[config.mk]
export PLATFORM = sky130hd
export DESIGN_NAME = spa_serial_port
export DESIGN_NICKNAME = d
export VERILOG_FILES = /design/src/shared/spa_pkg.sv /design/src/logic/spa_addr_match.sv /design/src/logic/spa_serial_port.sv
export SDC_FILE = /design/constraint.sdc
export NUM_CORES = 1
export LEC_CHECK = 0
export BUFFER_PORTS_ARGS = -buffer_cell sky130_fd_sc_hd__buf_2
export CORE_UTILIZATION = 62
export CTS_CLUSTER_DIAMETER = 40
export CTS_CLUSTER_SIZE = 10
export DETAILED_ROUTE_END_ITERATION = 12
export PLACE_DENSITY = 0.87
export SKIP_CTS_REPAIR_TIMING = 1
export SYNTH_ARGS = -nofsm -noshare
export SYNTH_HDL_FRONTEND = slang
export SYNTH_HIERARCHICAL = 1
export SYNTH_SLANG_ARGS = --single-unit
[constraint.sdc]
create_clock -name clock_in -period 4.65 [get_ports clock_in]
set_input_delay 0.93 -clock clock_in [delete_from_list [all_inputs] [get_ports clock_in]]
set_output_delay 0.93 -clock clock_in [all_outputs]
set_load 0.01 [all_outputs]
[src/shared/spa_pkg.sv]
package spa_pkg;

  ////////////////////////////////////////////////////////////////////////////
  // Register offsets (byte addresses on the APB side)
  localparam logic [7:0] OFS_CTRL = 8'h00;
  localparam logic [7:0] OFS_BUF  = 8'h04;
  localparam logic [7:0] OFS_PWR  = 8'h08;
  localparam logic [7:0] OFS_ADDR = 8'h0c;
  localparam logic [7:0] OFS_MASK = 8'h10;

  ////////////////////////////////////////////////////////////////////////////
  // Field positions
  localparam int CTRL_MODE0_BIT = 7;
  localparam int PWR_DOUBLE_BIT = 7;
  localparam int PWR_FE_SEL_BIT = 6;

  ////////////////////////////////////////////////////////////////////////////
  // Reset values
  localparam logic [7:0] CTRL_RESET = 8'h00;
  localparam logic [7:0] ADDR_RESET = 8'h00;
  localparam logic [7:0] MASK_RESET = 8'h00;
  localparam logic       PWR_RESET  = 1'b0;

  ////////////////////////////////////////////////////////////////////////////
  // Timing counts in oscillator clocks, sample ticks and bits
  localparam logic [3:0] M0_FAST_CLKS = 4'h4;
  localparam logic [3:0] M0_SLOW_CLKS = 4'hc;
  localparam logic [3:0] M0_FAST_Q    = M0_FAST_CLKS >> 2;
  localparam logic [3:0] M0_SLOW_Q    = M0_SLOW_CLKS >> 2;
  localparam logic [3:0] OVS_LAST     = 4'hf;
  localparam logic [3:0] SAMPLE_POINT = 4'h7;
  localparam logic [3:0] M1_LAST_SMP  = 4'h8;
  localparam logic [3:0] M23_LAST_SMP = 4'h9;
  localparam logic [3:0] M1_LAST_BIT  = 4'h9;
  localparam logic [3:0] M23_LAST_BIT = 4'ha;
  localparam logic [3:0] M0_LAST_BIT  = 4'h7;

  ////////////////////////////////////////////////////////////////////////////
  // Types
  typedef struct packed {
    logic mode_select_bit0;
    logic mode_select_bit1;
    logic multiproc_speed_bit;
    logic rx_enable;
    logic tx_bit9;
    logic rx_bit9;
    logic transmit_done_flag;
    logic receive_complete_flag;
  } spa_ctrl_t;

  typedef enum logic [1:0] {
    TX_IDLE     = 2'b00,
    TX_ASYNC    = 2'b01,
    TX_SYNC_OUT = 2'b10,
    TX_SYNC_IN  = 2'b11
  } spa_tx_state_t;

  typedef enum logic [1:0] {
    RX_IDLE  = 2'b00,
    RX_START = 2'b01,
    RX_DATA  = 2'b10
  } spa_rx_state_t;

endpackage

[src/logic/spa_addr_match.sv]
`timescale 1ns/10ps
module spa_addr_match #(
  parameter int WIDTH = 8
) (
  input  wire logic [WIDTH-1:0] byte_in,
  input  wire logic [WIDTH-1:0] addr_in,
  input  wire logic [WIDTH-1:0] mask_in,
  output logic                  hit_out
);

  logic [WIDTH-1:0] bcast;
  logic             given_hit;
  logic             bcast_hit;

  // Given address: only masked-in positions compared
  assign given_hit = ((byte_in ^ addr_in) & mask_in) == '0;

  // Broadcast: positions zero in both address and mask are don't-care
  assign bcast     = addr_in | mask_in;
  assign bcast_hit = ((byte_in ^ bcast) & bcast) == '0;

  assign hit_out   = given_hit | bcast_hit;

endmodule

[src/logic/spa_serial_port.sv]
`timescale 1ns/10ps
module spa_serial_port (
  input  wire logic        clock_in,
  input  wire logic        resetn_in,
  input  wire logic [7:0]  paddr_in,
  input  wire logic        psel_in,
  input  wire logic        penable_in,
  input  wire logic        pwrite_in,
  input  wire logic [31:0] pwdata_in,
  output logic      [31:0] prdata_out,
  output logic             pready_out,
  output logic             pslverr_out,
  input  wire logic        baud_tick_in,
  input  wire logic        rxd_in,
  output logic             rxd_out,
  output logic             rxd_oe_out,
  output logic             txd_out
);

  ////////////////////////////////////////////////////////////////////////////
  // Declarations
  spa_pkg::spa_ctrl_t     ctrl_reg;
  spa_pkg::spa_tx_state_t tx_state_reg;
  spa_pkg::spa_rx_state_t rx_state_reg;

  logic        fe_reg;
  logic        fe_sel_reg;
  logic        double_reg;
  logic [7:0]  slave_address_reg_reg;
  logic [7:0]  smask_reg;
  logic [7:0]  rx_buf_reg;
  logic [31:0] prdata_reg;
  logic [31:0] rd_mux;
  logic        rxd_meta_reg;
  logic        rxd_sync_reg;
  logic        rxd_prev_reg;
  logic [1:0]  m2_div_reg;
  logic [10:0] tx_shift_reg;
  logic [3:0]  tx_bits_reg;
  logic [3:0]  tx_tick_reg;
  logic [3:0]  m0_phase_reg;
  logic        txd_reg;
  logic        rxd_drive_reg;
  logic        rxd_oe_reg;
  logic        tx_done_reg;
  logic        m0_rx_done_reg;
  logic [9:0]  rx_shift_reg;
  logic [3:0]  rx_bits_reg;
  logic [3:0]  rx_tick_reg;
  logic        rx_done_reg;

  logic        setup;
  logic        access;
  logic        hit_ctrl;
  logic        hit_buf;
  logic        hit_pwr;
  logic        hit_addr;
  logic        hit_mask;
  logic        mapped;
  logic        wr_ctrl;
  logic        wr_buf;
  logic        wr_pwr;
  logic [1:0]  mode;
  logic        is_m0;
  logic        is_m1;
  logic        sm2;
  logic        m2_tick;
  logic        baud16;
  logic [3:0]  m0_q;
  logic [3:0]  m0_last;
  logic        is_sync;
  logic [7:0]  async_byte;
  logic        async_stop;
  logic        async_ninth;
  logic        addr_hit;
  logic        accept;
  logic        ri_set;
  logic        fe_set;

  ////////////////////////////////////////////////////////////////////////////
  // APB decode
  assign setup    = psel_in & ~penable_in;
  assign access   = psel_in & penable_in;
  assign hit_ctrl = paddr_in == spa_pkg::OFS_CTRL;
  assign hit_buf  = paddr_in == spa_pkg::OFS_BUF;
  assign hit_pwr  = paddr_in == spa_pkg::OFS_PWR;
  assign hit_addr = paddr_in == spa_pkg::OFS_ADDR;
  assign hit_mask = paddr_in == spa_pkg::OFS_MASK;
  assign mapped   = hit_ctrl | hit_buf | hit_pwr | hit_addr | hit_mask;
  assign wr_ctrl  = access & pwrite_in & hit_ctrl;
  assign wr_buf   = access & pwrite_in & hit_buf;
  assign wr_pwr   = access & pwrite_in & hit_pwr;

  assign pready_out  = 1'b1;
  assign pslverr_out = access & ~mapped;
  assign prdata_out  = prdata_reg;

  ////////////////////////////////////////////////////////////////////////////
  // Mode and rate selection
  assign mode    = {ctrl_reg.mode_select_bit1, ctrl_reg.mode_select_bit0};
  assign is_m0   = mode == 2'b00;
  assign is_m1   = mode == 2'b01;
  assign sm2     = ctrl_reg.multiproc_speed_bit;
  // Mode 2: 16 samples per bit, one every 2 or 4 clocks
  assign m2_tick = double_reg ? m2_div_reg[0] : &m2_div_reg;
  assign baud16  = (mode == 2'b10) ? m2_tick : baud_tick_in;
  assign m0_q    = sm2 ? spa_pkg::M0_FAST_Q : spa_pkg::M0_SLOW_Q;
  assign m0_last = sm2 ? (spa_pkg::M0_FAST_CLKS - 4'h1) : (spa_pkg::M0_SLOW_CLKS - 4'h1);
  assign is_sync = tx_state_reg[1];

  assign txd_out    = txd_reg;
  assign rxd_out    = rxd_drive_reg;
  assign rxd_oe_out = rxd_oe_reg;

  always_ff @(posedge clock_in or negedge resetn_in) begin
    if (!resetn_in) begin
      m2_div_reg <= 2'h0;
    end else begin
      m2_div_reg <= m2_div_reg + 2'h1;
    end
  end

  ////////////////////////////////////////////////////////////////////////////
  // Data pin synchroniser and edge memory
  always_ff @(posedge clock_in or negedge resetn_in) begin
    if (!resetn_in) begin
      rxd_meta_reg <= 1'b1;
      rxd_sync_reg <= 1'b1;
      rxd_prev_reg <= 1'b1;
    end else begin
      rxd_meta_reg <= rxd_in;
      rxd_sync_reg <= rxd_meta_reg;
      rxd_prev_reg <= rxd_sync_reg;
    end
  end

  ////////////////////////////////////////////////////////////////////////////
  // Transmitter and mode 0 shift engine
  always_ff @(posedge clock_in or negedge resetn_in) begin
    if (!resetn_in) begin
      tx_state_reg   <= spa_pkg::TX_IDLE;
      tx_shift_reg   <= 11'h7ff;
      tx_bits_reg    <= 4'h0;
      tx_tick_reg    <= 4'h0;
      m0_phase_reg   <= 4'h0;
      txd_reg        <= 1'b1;
      rxd_drive_reg  <= 1'b1;
      rxd_oe_reg     <= 1'b0;
      tx_done_reg    <= 1'b0;
      m0_rx_done_reg <= 1'b0;
    end else begin
      tx_done_reg    <= 1'b0;
      m0_rx_done_reg <= 1'b0;
      case (tx_state_reg)
        spa_pkg::TX_IDLE: begin
          txd_reg    <= 1'b1;
          rxd_oe_reg <= 1'b0;
          if (wr_buf && is_m0) begin
            tx_state_reg  <= spa_pkg::TX_SYNC_OUT;
            tx_shift_reg  <= {3'h7, pwdata_in[7:0]};
            rxd_drive_reg <= pwdata_in[0];
            rxd_oe_reg    <= 1'b1;
            m0_phase_reg  <= 4'h0;
            tx_bits_reg   <= 4'h0;
          end else if (wr_buf) begin
            tx_state_reg <= spa_pkg::TX_ASYNC;
            // Mode 1 puts its one stop bit where the ninth would sit
            tx_shift_reg <= {1'b1, is_m1 | ctrl_reg.tx_bit9, pwdata_in[7:0], 1'b0};
            tx_bits_reg  <= is_m1 ? spa_pkg::M1_LAST_BIT : spa_pkg::M23_LAST_BIT;
            tx_tick_reg  <= 4'h0;
          end else if (is_m0 && ctrl_reg.rx_enable && !ctrl_reg.receive_complete_flag &&
                       !m0_rx_done_reg) begin
            tx_state_reg <= spa_pkg::TX_SYNC_IN;
            m0_phase_reg <= 4'h0;
            tx_bits_reg  <= 4'h0;
          end
        end
        spa_pkg::TX_ASYNC: begin
          txd_reg <= tx_shift_reg[0];
          if (baud16) begin
            tx_tick_reg <= tx_tick_reg + 4'h1;
            if (tx_tick_reg == spa_pkg::OVS_LAST) begin
              tx_shift_reg <= {1'b1, tx_shift_reg[10:1]};
              if (tx_bits_reg == 4'h0) begin
                tx_state_reg <= spa_pkg::TX_IDLE;
                tx_done_reg  <= 1'b1;
              end else begin
                tx_bits_reg <= tx_bits_reg - 4'h1;
              end
            end
          end
        end
        default: begin
          // Clock low from phase q to 3q-1, high otherwise
          txd_reg <= ~((m0_phase_reg >= m0_q - 4'h1) &&
                       (m0_phase_reg < (m0_q * 4'h3) - 4'h1));
          if (tx_state_reg == spa_pkg::TX_SYNC_IN && m0_phase_reg == m0_q * 4'h3) begin
            tx_shift_reg[7:0] <= {rxd_sync_reg, tx_shift_reg[7:1]};
          end
          if (m0_phase_reg == m0_last) begin
            m0_phase_reg <= 4'h0;
            tx_bits_reg  <= tx_bits_reg + 4'h1;
            if (tx_state_reg == spa_pkg::TX_SYNC_OUT) begin
              rxd_drive_reg <= tx_shift_reg[1];
              tx_shift_reg  <= {1'b1, tx_shift_reg[10:1]};
            end
            if (tx_bits_reg == spa_pkg::M0_LAST_BIT) begin
              tx_state_reg   <= spa_pkg::TX_IDLE;
              rxd_oe_reg     <= 1'b0;
              rxd_drive_reg  <= 1'b1;
              tx_done_reg    <= tx_state_reg == spa_pkg::TX_SYNC_OUT;
              m0_rx_done_reg <= tx_state_reg == spa_pkg::TX_SYNC_IN;
            end
          end else begin
            m0_phase_reg <= m0_phase_reg + 4'h1;
          end
        end
      endcase
    end
  end

  ////////////////////////////////////////////////////////////////////////////
  // Asynchronous receiver, 16 samples per bit
  always_ff @(posedge clock_in or negedge resetn_in) begin
    if (!resetn_in) begin
      rx_state_reg <= spa_pkg::RX_IDLE;
      rx_shift_reg <= 10'h000;
      rx_bits_reg  <= 4'h0;
      rx_tick_reg  <= 4'h0;
      rx_done_reg  <= 1'b0;
    end else begin
      rx_done_reg <= 1'b0;
      case (rx_state_reg)
        spa_pkg::RX_IDLE: begin
          if (!is_m0 && ctrl_reg.rx_enable && rxd_prev_reg && !rxd_sync_reg) begin
            rx_state_reg <= spa_pkg::RX_START;
            rx_tick_reg  <= 4'h0;
          end
        end
        spa_pkg::RX_START: begin
          if (baud16) begin
            rx_tick_reg <= rx_tick_reg + 4'h1;
            if (rx_tick_reg == spa_pkg::SAMPLE_POINT) begin
              // A start bit that is high at its centre was a glitch
              if (rxd_sync_reg) begin
                rx_state_reg <= spa_pkg::RX_IDLE;
              end else begin
                rx_state_reg <= spa_pkg::RX_DATA;
                rx_bits_reg  <= 4'h0;
              end
            end
          end
        end
        default: begin
          if (baud16) begin
            rx_tick_reg <= rx_tick_reg + 4'h1;
            if (rx_tick_reg == spa_pkg::SAMPLE_POINT) begin
              rx_shift_reg <= {rxd_sync_reg, rx_shift_reg[9:1]};
              rx_bits_reg  <= rx_bits_reg + 4'h1;
              if (rx_bits_reg == (is_m1 ? spa_pkg::M1_LAST_SMP : spa_pkg::M23_LAST_SMP)) begin
                rx_state_reg <= spa_pkg::RX_IDLE;
                rx_done_reg  <= 1'b1;
              end
            end
          end
        end
      endcase
    end
  end

  ////////////////////////////////////////////////////////////////////////////
  // Frame acceptance and address recognition
  assign async_byte  = is_m1 ? rx_shift_reg[8:1] : rx_shift_reg[7:0];
  assign async_stop  = rx_shift_reg[9];
  assign async_ninth = is_m1 ? async_stop : rx_shift_reg[8];

  spa_addr_match #(
    .WIDTH (8)
  ) u_match (
    .byte_in (async_byte),
    .addr_in (slave_address_reg_reg),
    .mask_in (smask_reg),
    .hit_out (addr_hit)
  );

  // With the multiprocessor bit set only an address frame that matches passes
  assign accept = rx_done_reg && !ctrl_reg.receive_complete_flag &&
                  (!sm2 || (async_ninth && addr_hit));
  assign ri_set = accept | m0_rx_done_reg;
  assign fe_set = rx_done_reg & ~async_stop;

  ////////////////////////////////////////////////////////////////////////////
  // Receive buffer
  always_ff @(posedge clock_in or negedge resetn_in) begin
    if (!resetn_in) begin
      rx_buf_reg <= 8'h00;
    end else if (m0_rx_done_reg) begin
      rx_buf_reg <= tx_shift_reg[7:0];
    end else if (accept) begin
      rx_buf_reg <= async_byte;
    end
  end

  ////////////////////////////////////////////////////////////////////////////
  // Control register; hardware sets win over software writes
  always_ff @(posedge clock_in or negedge resetn_in) begin
    if (!resetn_in) begin
      ctrl_reg <= spa_pkg::CTRL_RESET;
    end else begin
      if (wr_ctrl) begin
        if (!fe_sel_reg) begin
          ctrl_reg.mode_select_bit0 <= pwdata_in[spa_pkg::CTRL_MODE0_BIT];
        end
        ctrl_reg.mode_select_bit1    <= pwdata_in[6];
        ctrl_reg.multiproc_speed_bit <= pwdata_in[5];
        ctrl_reg.rx_enable           <= pwdata_in[4];
        ctrl_reg.tx_bit9             <= pwdata_in[3];
      end
      if (accept) begin
        ctrl_reg.rx_bit9 <= async_ninth;
      end else if (wr_ctrl) begin
        ctrl_reg.rx_bit9 <= pwdata_in[2];
      end
      ctrl_reg.transmit_done_flag <= tx_done_reg |
        (wr_ctrl ? pwdata_in[1] : ctrl_reg.transmit_done_flag);
      ctrl_reg.receive_complete_flag <= ri_set |
        (wr_ctrl ? pwdata_in[0] : ctrl_reg.receive_complete_flag);
    end
  end

  // Error flag: set by hardware, software may only write it to zero
  always_ff @(posedge clock_in or negedge resetn_in) begin
    if (!resetn_in) begin
      fe_reg <= 1'b0;
    end else if (fe_set) begin
      fe_reg <= 1'b1;
    end else if (wr_ctrl && fe_sel_reg && !pwdata_in[spa_pkg::CTRL_MODE0_BIT]) begin
      fe_reg <= 1'b0;
    end
  end

  ////////////////////////////////////////////////////////////////////////////
  // Power control and address registers
  always_ff @(posedge clock_in or negedge resetn_in) begin
    if (!resetn_in) begin
      fe_sel_reg <= spa_pkg::PWR_RESET;
      double_reg <= spa_pkg::PWR_RESET;
    end else if (wr_pwr) begin
      fe_sel_reg <= pwdata_in[spa_pkg::PWR_FE_SEL_BIT];
      double_reg <= pwdata_in[spa_pkg::PWR_DOUBLE_BIT];
    end
  end

  always_ff @(posedge clock_in or negedge resetn_in) begin
    if (!resetn_in) begin
      slave_address_reg_reg <= spa_pkg::ADDR_RESET;
      smask_reg <= spa_pkg::MASK_RESET;
    end else if (access && pwrite_in) begin
      if (hit_addr) begin
        slave_address_reg_reg <= pwdata_in[7:0];
      end
      if (hit_mask) begin
        smask_reg <= pwdata_in[7:0];
      end
    end
  end

  ////////////////////////////////////////////////////////////////////////////
  // Read path, captured in the setup cycle
  always_comb begin
    rd_mux = 32'h0000_0000;
    if (hit_ctrl) begin
      rd_mux[7:0] = ctrl_reg;
      rd_mux[spa_pkg::CTRL_MODE0_BIT] = fe_sel_reg ? fe_reg : ctrl_reg.mode_select_bit0;
    end else if (hit_buf) begin
      rd_mux[7:0] = rx_buf_reg;
    end else if (hit_pwr) begin
      rd_mux[spa_pkg::PWR_FE_SEL_BIT] = fe_sel_reg;
      rd_mux[spa_pkg::PWR_DOUBLE_BIT] = double_reg;
    end else if (hit_addr) begin
      rd_mux[7:0] = slave_address_reg_reg;
    end else if (hit_mask) begin
      rd_mux[7:0] = smask_reg;
    end
  end

  always_ff @(posedge clock_in or negedge resetn_in) begin
    if (!resetn_in) begin
      prdata_reg <= 32'h0000_0000;
    end else if (setup && !pwrite_in) begin
      prdata_reg <= rd_mux;
    end
  end
endmodule

==> results of run 1 <==
==> layout by cell type, fill, tap and decap left out, types with 10 or more instances in the layout <==
cell type,synthesis,final
dfstp_2,16,16
nor3_1,19,19
dfrtp_1,83,83
and3_1,13,13
clkbuf_8,0,11
inv_1,15,15
nand2_1,37,37
a21oi_1,27,27
nor2_1,34,34
conb_1,2,25
ha_1,14,14
buf_2,4,33
mux2_2,42,42
mux2i_1,10,10
o31ai_1,13,13
a31oi_1,12,12
o21ai_0,30,30
nand3_1,15,15
==> power by group <==
part | switching (mW) | internal, mW | leakage [nW] | total [mW]
sequential | 0.126 | 1.04 | 1.27 | 1.17
combinational | 0.595 | 0.403 | 1.42 | 0.998
clock | 0.301 | 0.280 | 0.106 | 0.582
total | 1.02 | 1.73 | 2.79 | 2.75
==> synth_stat cells (all sizes together), types with 14 or more instances <==
cell,number
dfstp,16
nand3,16
o21ai,33
ha,14
clkbuf,14
inv,15
nor3,21
nand2,37
buf,33
o31ai,14
nor2,35
a21oi,27
mux2,46
dfrtp,83
==> per-layer routing <==
metal | track usage (%) | vias to the layer above | share of wire [%]
met5 | 0 | - | 0
met4 | 11.4 | 0 | 2.4
met3 | 6.08 | 37 | 8.8
met2 | 50.8 | 264 | 49
met1 | 38.7 | 2301 | 40
li1 | - | 2105 | -
==> area by class of cell <==
| type | instances | area share (%) |
|---|---|---|
| Timing Repair Buffer | 35 | 2.97 |
| Sequential cell | 99 | 41.1 |
| Multi-Input combinational cell | 430 | 49.1 |
| Tap cell | 108 | 2.23 |
| Clock buffer | 11 | 2.49 |
| Clock inverter | 5 | 0.989 |
| Inverter | 17 | 1.05 |
==> stage by stage <==
step           power [mW]  cell area [sq um]  worst slack [ps]  hold WS [ps]
5_1_grt              2.91               6070              1150           367
4_1_cts              2.74               6070              1270           363
3_3_place_gp         2.09               5860              1320           346
3_5_place_dp         2.16               5860              1260           350
6_report             2.75               6070              1240           361
2_1_floorplan        1.90               5830              1740           345
==> final timing paths <==
path / start / endpoint / cells after the start / slack [ps]
min reg2reg: rxd_meta_reg / rxd_sync_reg / 0 / 360
max reg2reg: ctrl_reg[6] / rx_buf_reg[6] / 10 / 1380
min: rxd_meta_reg / rxd_sync_reg / 0 / 360
max in group asynchronous: resetn_in / smask_reg[7] / 2 / 3050
max: paddr_in[1] / pslverr_out / 6 / 1240
min in group asynchronous: resetn_in / tx_tick_reg[2] / 1 / 680
==> kinds of logic (layout without fill, tap and decap cells) <==
family                     count (synthesis)  in the layout  synth area share, %
AOI/OAI and AO/OA                        142            142                 16.7
xor gates and xnor gates                  16             16                 2.44
adders and majority gates                 15             15                 3.40
buffers and inverters                     64             68                 6.04
DFF                                       99             99                 43.5
muxes                                     57             57                 11.0
other                                      2             25                0.131
and+or+nand+nor                          175            175                 16.8
==> results.md, run 1 <==
* Status: finished, violations left
* Failing checks: DRC
* Drt total wl at 13800 microns
* Hold Path Class: reg2reg
* H-tree Lvls at 3
* Die H at 98.2 microns
* Die area at 0.00965 sq mm
* Gr ovfl total at 0
* Area delta synth->final at 5.76%
* Final HPWL DP at 10200 microns
* Setup_tns at 0 ps
* Vias per inst at 6.68
* DRT iter0 DRCs at 430
* Post-route ant nets at 0
* RSZ-0062 raised after global routing: false
* Area of the multi-input gates at 0.00298 sq mm
* FF+latch count, synth at 99
* Worst path max stage delay at 560 ps
* CP required at 3720 ps
* Worst-margin pin slew at 886 ps
* Largest delay share family, worst path: simple AND/OR/NAND/NOR gates
* Slew HR at 40.4%
* I/O pins at 84
* Number of global-route vias before repair at 4683
* Final non-filler cell total at 705
* Final min period at 3410 ps
* Warnings from Yosys at 6
* Worst endpoint data arrival time at 2480 ps
* Mean post-synth cell area at 10.1 sq um
* Setup Viol. Count Final at 0
* Die W at 98.2 microns
* Max-cap violations at 0
* Maximum VDD drop at 0.507 mV
* Top cells by area, synth: dfrtp_1 (36%), mux2_2 (8.2%), dfstp_2 (7.3%)
* Crit path top cell by count: buf_2
* Clk sinks at 99
* Placed cell count at 689
* GRT Total Usage at 30.2%
* Final Skew at 10.2 ps
* Final estimated routing congestion in global placement at 0.910
* PortBufs at 34
* DRC errors left at 1
* Global-route wire length before repair at 23000 microns
* Synth area leader: dfrtp_1
* Clk_lat worst skew at 370 ps
* Netlist cell types at 74
* Critical-path top delay cell: or4_4
* CTS tree: done
* CP endpoint kind: primary output
* Share of cells above drive strength 1 at 21.1%
* Ys async rst share at 100%
* Netlist Area Pre-Place at 0.00574 sq mm
* Synth top area share at 36.2%
* Crit Path Class: in2out
* CTS buffer count at 9
* Critical-path cell list: buf_2, or4_4, nor2_1, and3_1, nor3_1, buf_2
* Maximum clock insertion buffer count at 2
* Critical Path Fanout Max at 10
* Buf/Inv on CP at 2
* # fillers at 670
* Fmax at 0.293 GHz
* Slew Limit Fails at 0
* Synth Instances at 570
* Row cnt at 34
* Register Area at 0.00250 sq mm
* TritonRoute pass-1 iters at 11
* Layout Nets at 654
* Leakage at 2.79 nW
* Hold Violations, Final at 0
* Fin util at 68.6%
* Tcrit/Tclk final at 73.4%
* DR WL/cell at 19.6 microns
* Core Footprint at 0.00885 sq mm
* Initial antenna violation count at 0
* Inserted Diodes at 0
* Vias at 4707
* Pwr per Cell Area at 453 mW/mm^2
* Synth Flop Type: dfrtp_1
* Worst Setup Start Kind: input pin
* EDFF count, synth at 0
* Clock-pin slew on the worst setup and hold paths at 90 ps
* CTS root buffer: clkbuf_8
* Max reg flops at 11
* Starting Density at 64.9%
* Largest net degree at the start of global routing at 72
* Register area share after synthesis at 43.5%
Power figures use the tool's default switching activity.
==> run 2, diff against run 1 <==
Settings changed: CORE_UTILIZATION 62 to 58, PLACE_DENSITY 0.87 to 0.82.
Clock period 4.65 ns to 3.5 ns, I/O delays scaled along.
==> run 2 against run 1 <==
  * Combinational power is 36% higher
  * Worst setup slack worse by 830 ps
  * First-iteration DRC count is 17% lower
  * Clock power is 40% higher
  * Cell area is 1.7% higher
  * Cell count is 4.3% higher
  * Largest power group unchanged
  * Count of clock-buffer cells in the layout stayed put
  * Sequential cell count stayed put
  * The flow now finishes without violations
  * Sequential share of layout area is 0.69 points lower
  * Non-clock buffer count is 9 higher
  * Global-route usage is 0.59 points lower
  * Clock skew is 3.7 ps higher
==> results.md, run 2 (synthesis results as in run 1) <==
* Setup slack, reg-to-reg at 410 ps (-970 ps)
* Share of cells above drive strength 1 at 22.3% (+1.2 points)
* Worst-margin pin slew at 829 ps (-57.1 ps)
* Pwr per Cell Area at 604 mW/mm^2 (+33%)
* Vias at 4576 (-2.8%)
* Final WS setup at 407 ps (-829 ps)
* CTS buffer count at 9 (unchanged)
* Row cnt at 35 (+2.9%)
* Clock-pin slew on the worst setup and hold paths at 100 ps (about the same)
* Post-route ant nets at 0 (unchanged)
* Initial antenna violation count at 0 (unchanged)
* Hold Violations, Final at 0 (unchanged)
* Worst Setup Start Kind: register
* Final HPWL DP at 10200 microns (+0.32%)
* GRT Total Usage at 29.6% (-0.59 points)
* Layout Nets at 663 (+1.4%)
* CP endpoint kind: register
* DP Worst Slack at 331 ps (-933 ps)
* PortBufs at 34 (unchanged)
* Maximum clock insertion buffer count at 2 (unchanged)
* Final non-filler cell total at 735 (+4.3%)
* Max reg flops at 11 (unchanged)
* Tcrit/Tclk final at 88.4%
* DR WL/cell at 18.8 microns (-4.4%)
* Commonest non-fill, non-tap cells in the layout: dfrtp_1 (83), mux2_2 (42), nand2_1 (37)
* Die W at 101 microns (+3.3%)
* Critical Path Fanout Max at 12 (+2)
* Placed cell count at 719 (+4.4%)
* Number of global-route vias before repair at 4508 (-3.7%)
* Hold_ws at 363 ps (+2.11 ps)
* Commonest non-fill, non-tap cell in the layout: dfrtp_1
* Die area at 0.0103 sq mm (+6.8%)
* Final Skew at 13.9 ps (+3.71 ps)
* CP required at 3780 ps (+60 ps)
* Global-route wire length before repair at 22900 microns (-0.42%)
* Setup_tns at 0 ps (unchanged)
* Crit Path Class: reg2reg
* Clk sinks at 99 (unchanged)
* Register Area at 0.00250 sq mm (unchanged)
* Fmax at 0.323 GHz
* I/O pins at 84 (unchanged)
* DRC errors left at 0 (-1)
* Worst endpoint data arrival time at 3370 ps (+890 ps)
* Final min period at 3090 ps
* Core Footprint at 0.00942 sq mm (+6.4%)
* CTS root buffer: clkbuf_8
* Final estimated routing congestion in global placement at 0.923 (+1.5%)
* RSZ-0062 raised after global routing: false
* Vias per inst at 6.23 (-6.8%)
* Maximum VDD drop at 0.744 mV (+47%)
* Area delta synth->final at 7.56%
* Die H at 101 microns (+3.3%)
* Inserted Diodes at 0 (unchanged)
* CTS tree: done
* H-tree Lvls at 3 (unchanged)
* Area of the multi-input gates at 0.00298 sq mm (about the same)
* Max-cap violations at 0 (unchanged)
* Gr ovfl total at 0 (unchanged)
* Status: completed
* Slew Limit Fails at 0 (unchanged)
* Clk_lat worst skew at 380 ps (about the same)
* Hold Path Class: reg2reg
* Slew HR at 44.7% (+4.3 points)
* Drt total wl at 13800 microns (-0.30%)
* TritonRoute pass-1 iters at 5 (-6)
* # fillers at 730 (+9.0%)
* DRT iter0 DRCs at 356 (-17%)
* Fin util at 65.6% (-3.0 points)
* Starting Density at 61.0% (-3.9 points)
* Setup Viol. Count Final at 0 (unchanged)
* Largest net degree at the start of global routing at 60 (-17%)
* Leakage at 2.84 nW (+1.7%)
[run 2: cell types whose count changed in the layout (fill, tap and decap cells not counted)]
cell | before | now
buf_4 | 2 | 11
nand2b_2 | 0 | 1
inv_6 | 1 | 0
clkinv_2 | 1 | 2
bufinv_16 | 1 | 2
clkbuf_1 | 0 | 1
clkbuf_8 | 11 | 10
nand2b_1 | 6 | 5
clkinv_4 | 1 | 0
[run 2: power breakdown]
| part | internal, mW | total [mW] | switching, mW |
|---|---|---|---|
| logic | 0.566 | 1.36 | 0.796 |
| registers | 1.38 | 1.55 | 0.164 |
| clock network | 0.420 | 0.817 | 0.397 |
| total | 2.37 | 3.73 | 1.36 |
[run 2: final timing paths]
path	cells after the start	to	start
min in group asynchronous	1	rx_shift_reg[7]	resetn_in
worst min register to register	0	rxd_sync_reg	rxd_meta_reg
max in group asynchronous	2	txd_out	resetn_in
worst max register to register	10	rx_buf_reg[4]	ctrl_reg[6]
worst max-delay path	10	rx_buf_reg[4]	ctrl_reg[6]
worst min-delay path	0	rxd_sync_reg	rxd_meta_reg
[run 2: layout make-up]
type	count	share of cell area, %
tap	129	2.61
sequential	99	40.5
multi-input combinational	430	48.3
timing repair buffer	44	4.01
clock inverter	5	1.26
inverter	17	1.03
clock buffer	11	2.29
[run 2: worst max-delay path: stages (launching register included)]
cell,delay [ps]
dfrtp_1,490
nand2b_2,370
mux2_2,430
xor2_1,150
a22oi_1,250
nand4_1,160
o31ai_2,100
inv_1,90
o21ai_1,490
a21oi_1,170
o31ai_1,280
[run 2: routing by layer]
layer / part of all wire [%] / GRT usage (%) / vias up
met5: 0 / 0 / -
met4: 3.3 / 13.0 / 0
met3: 6.9 / 6.21 / 36
met2: 48 / 48.0 / 205
met1: 42 / 38.5 / 2217
li1: - / - / 2118
[run 2: stage by stage]
stage,power [mW],cell area [sq um]
2_1_floorplan,2.53,5830
3_3_place_gp,2.83,5950
3_5_place_dp,2.90,5950
4_1_cts,3.72,6170
5_1_grt,3.96,6170
6_report,3.73,6170
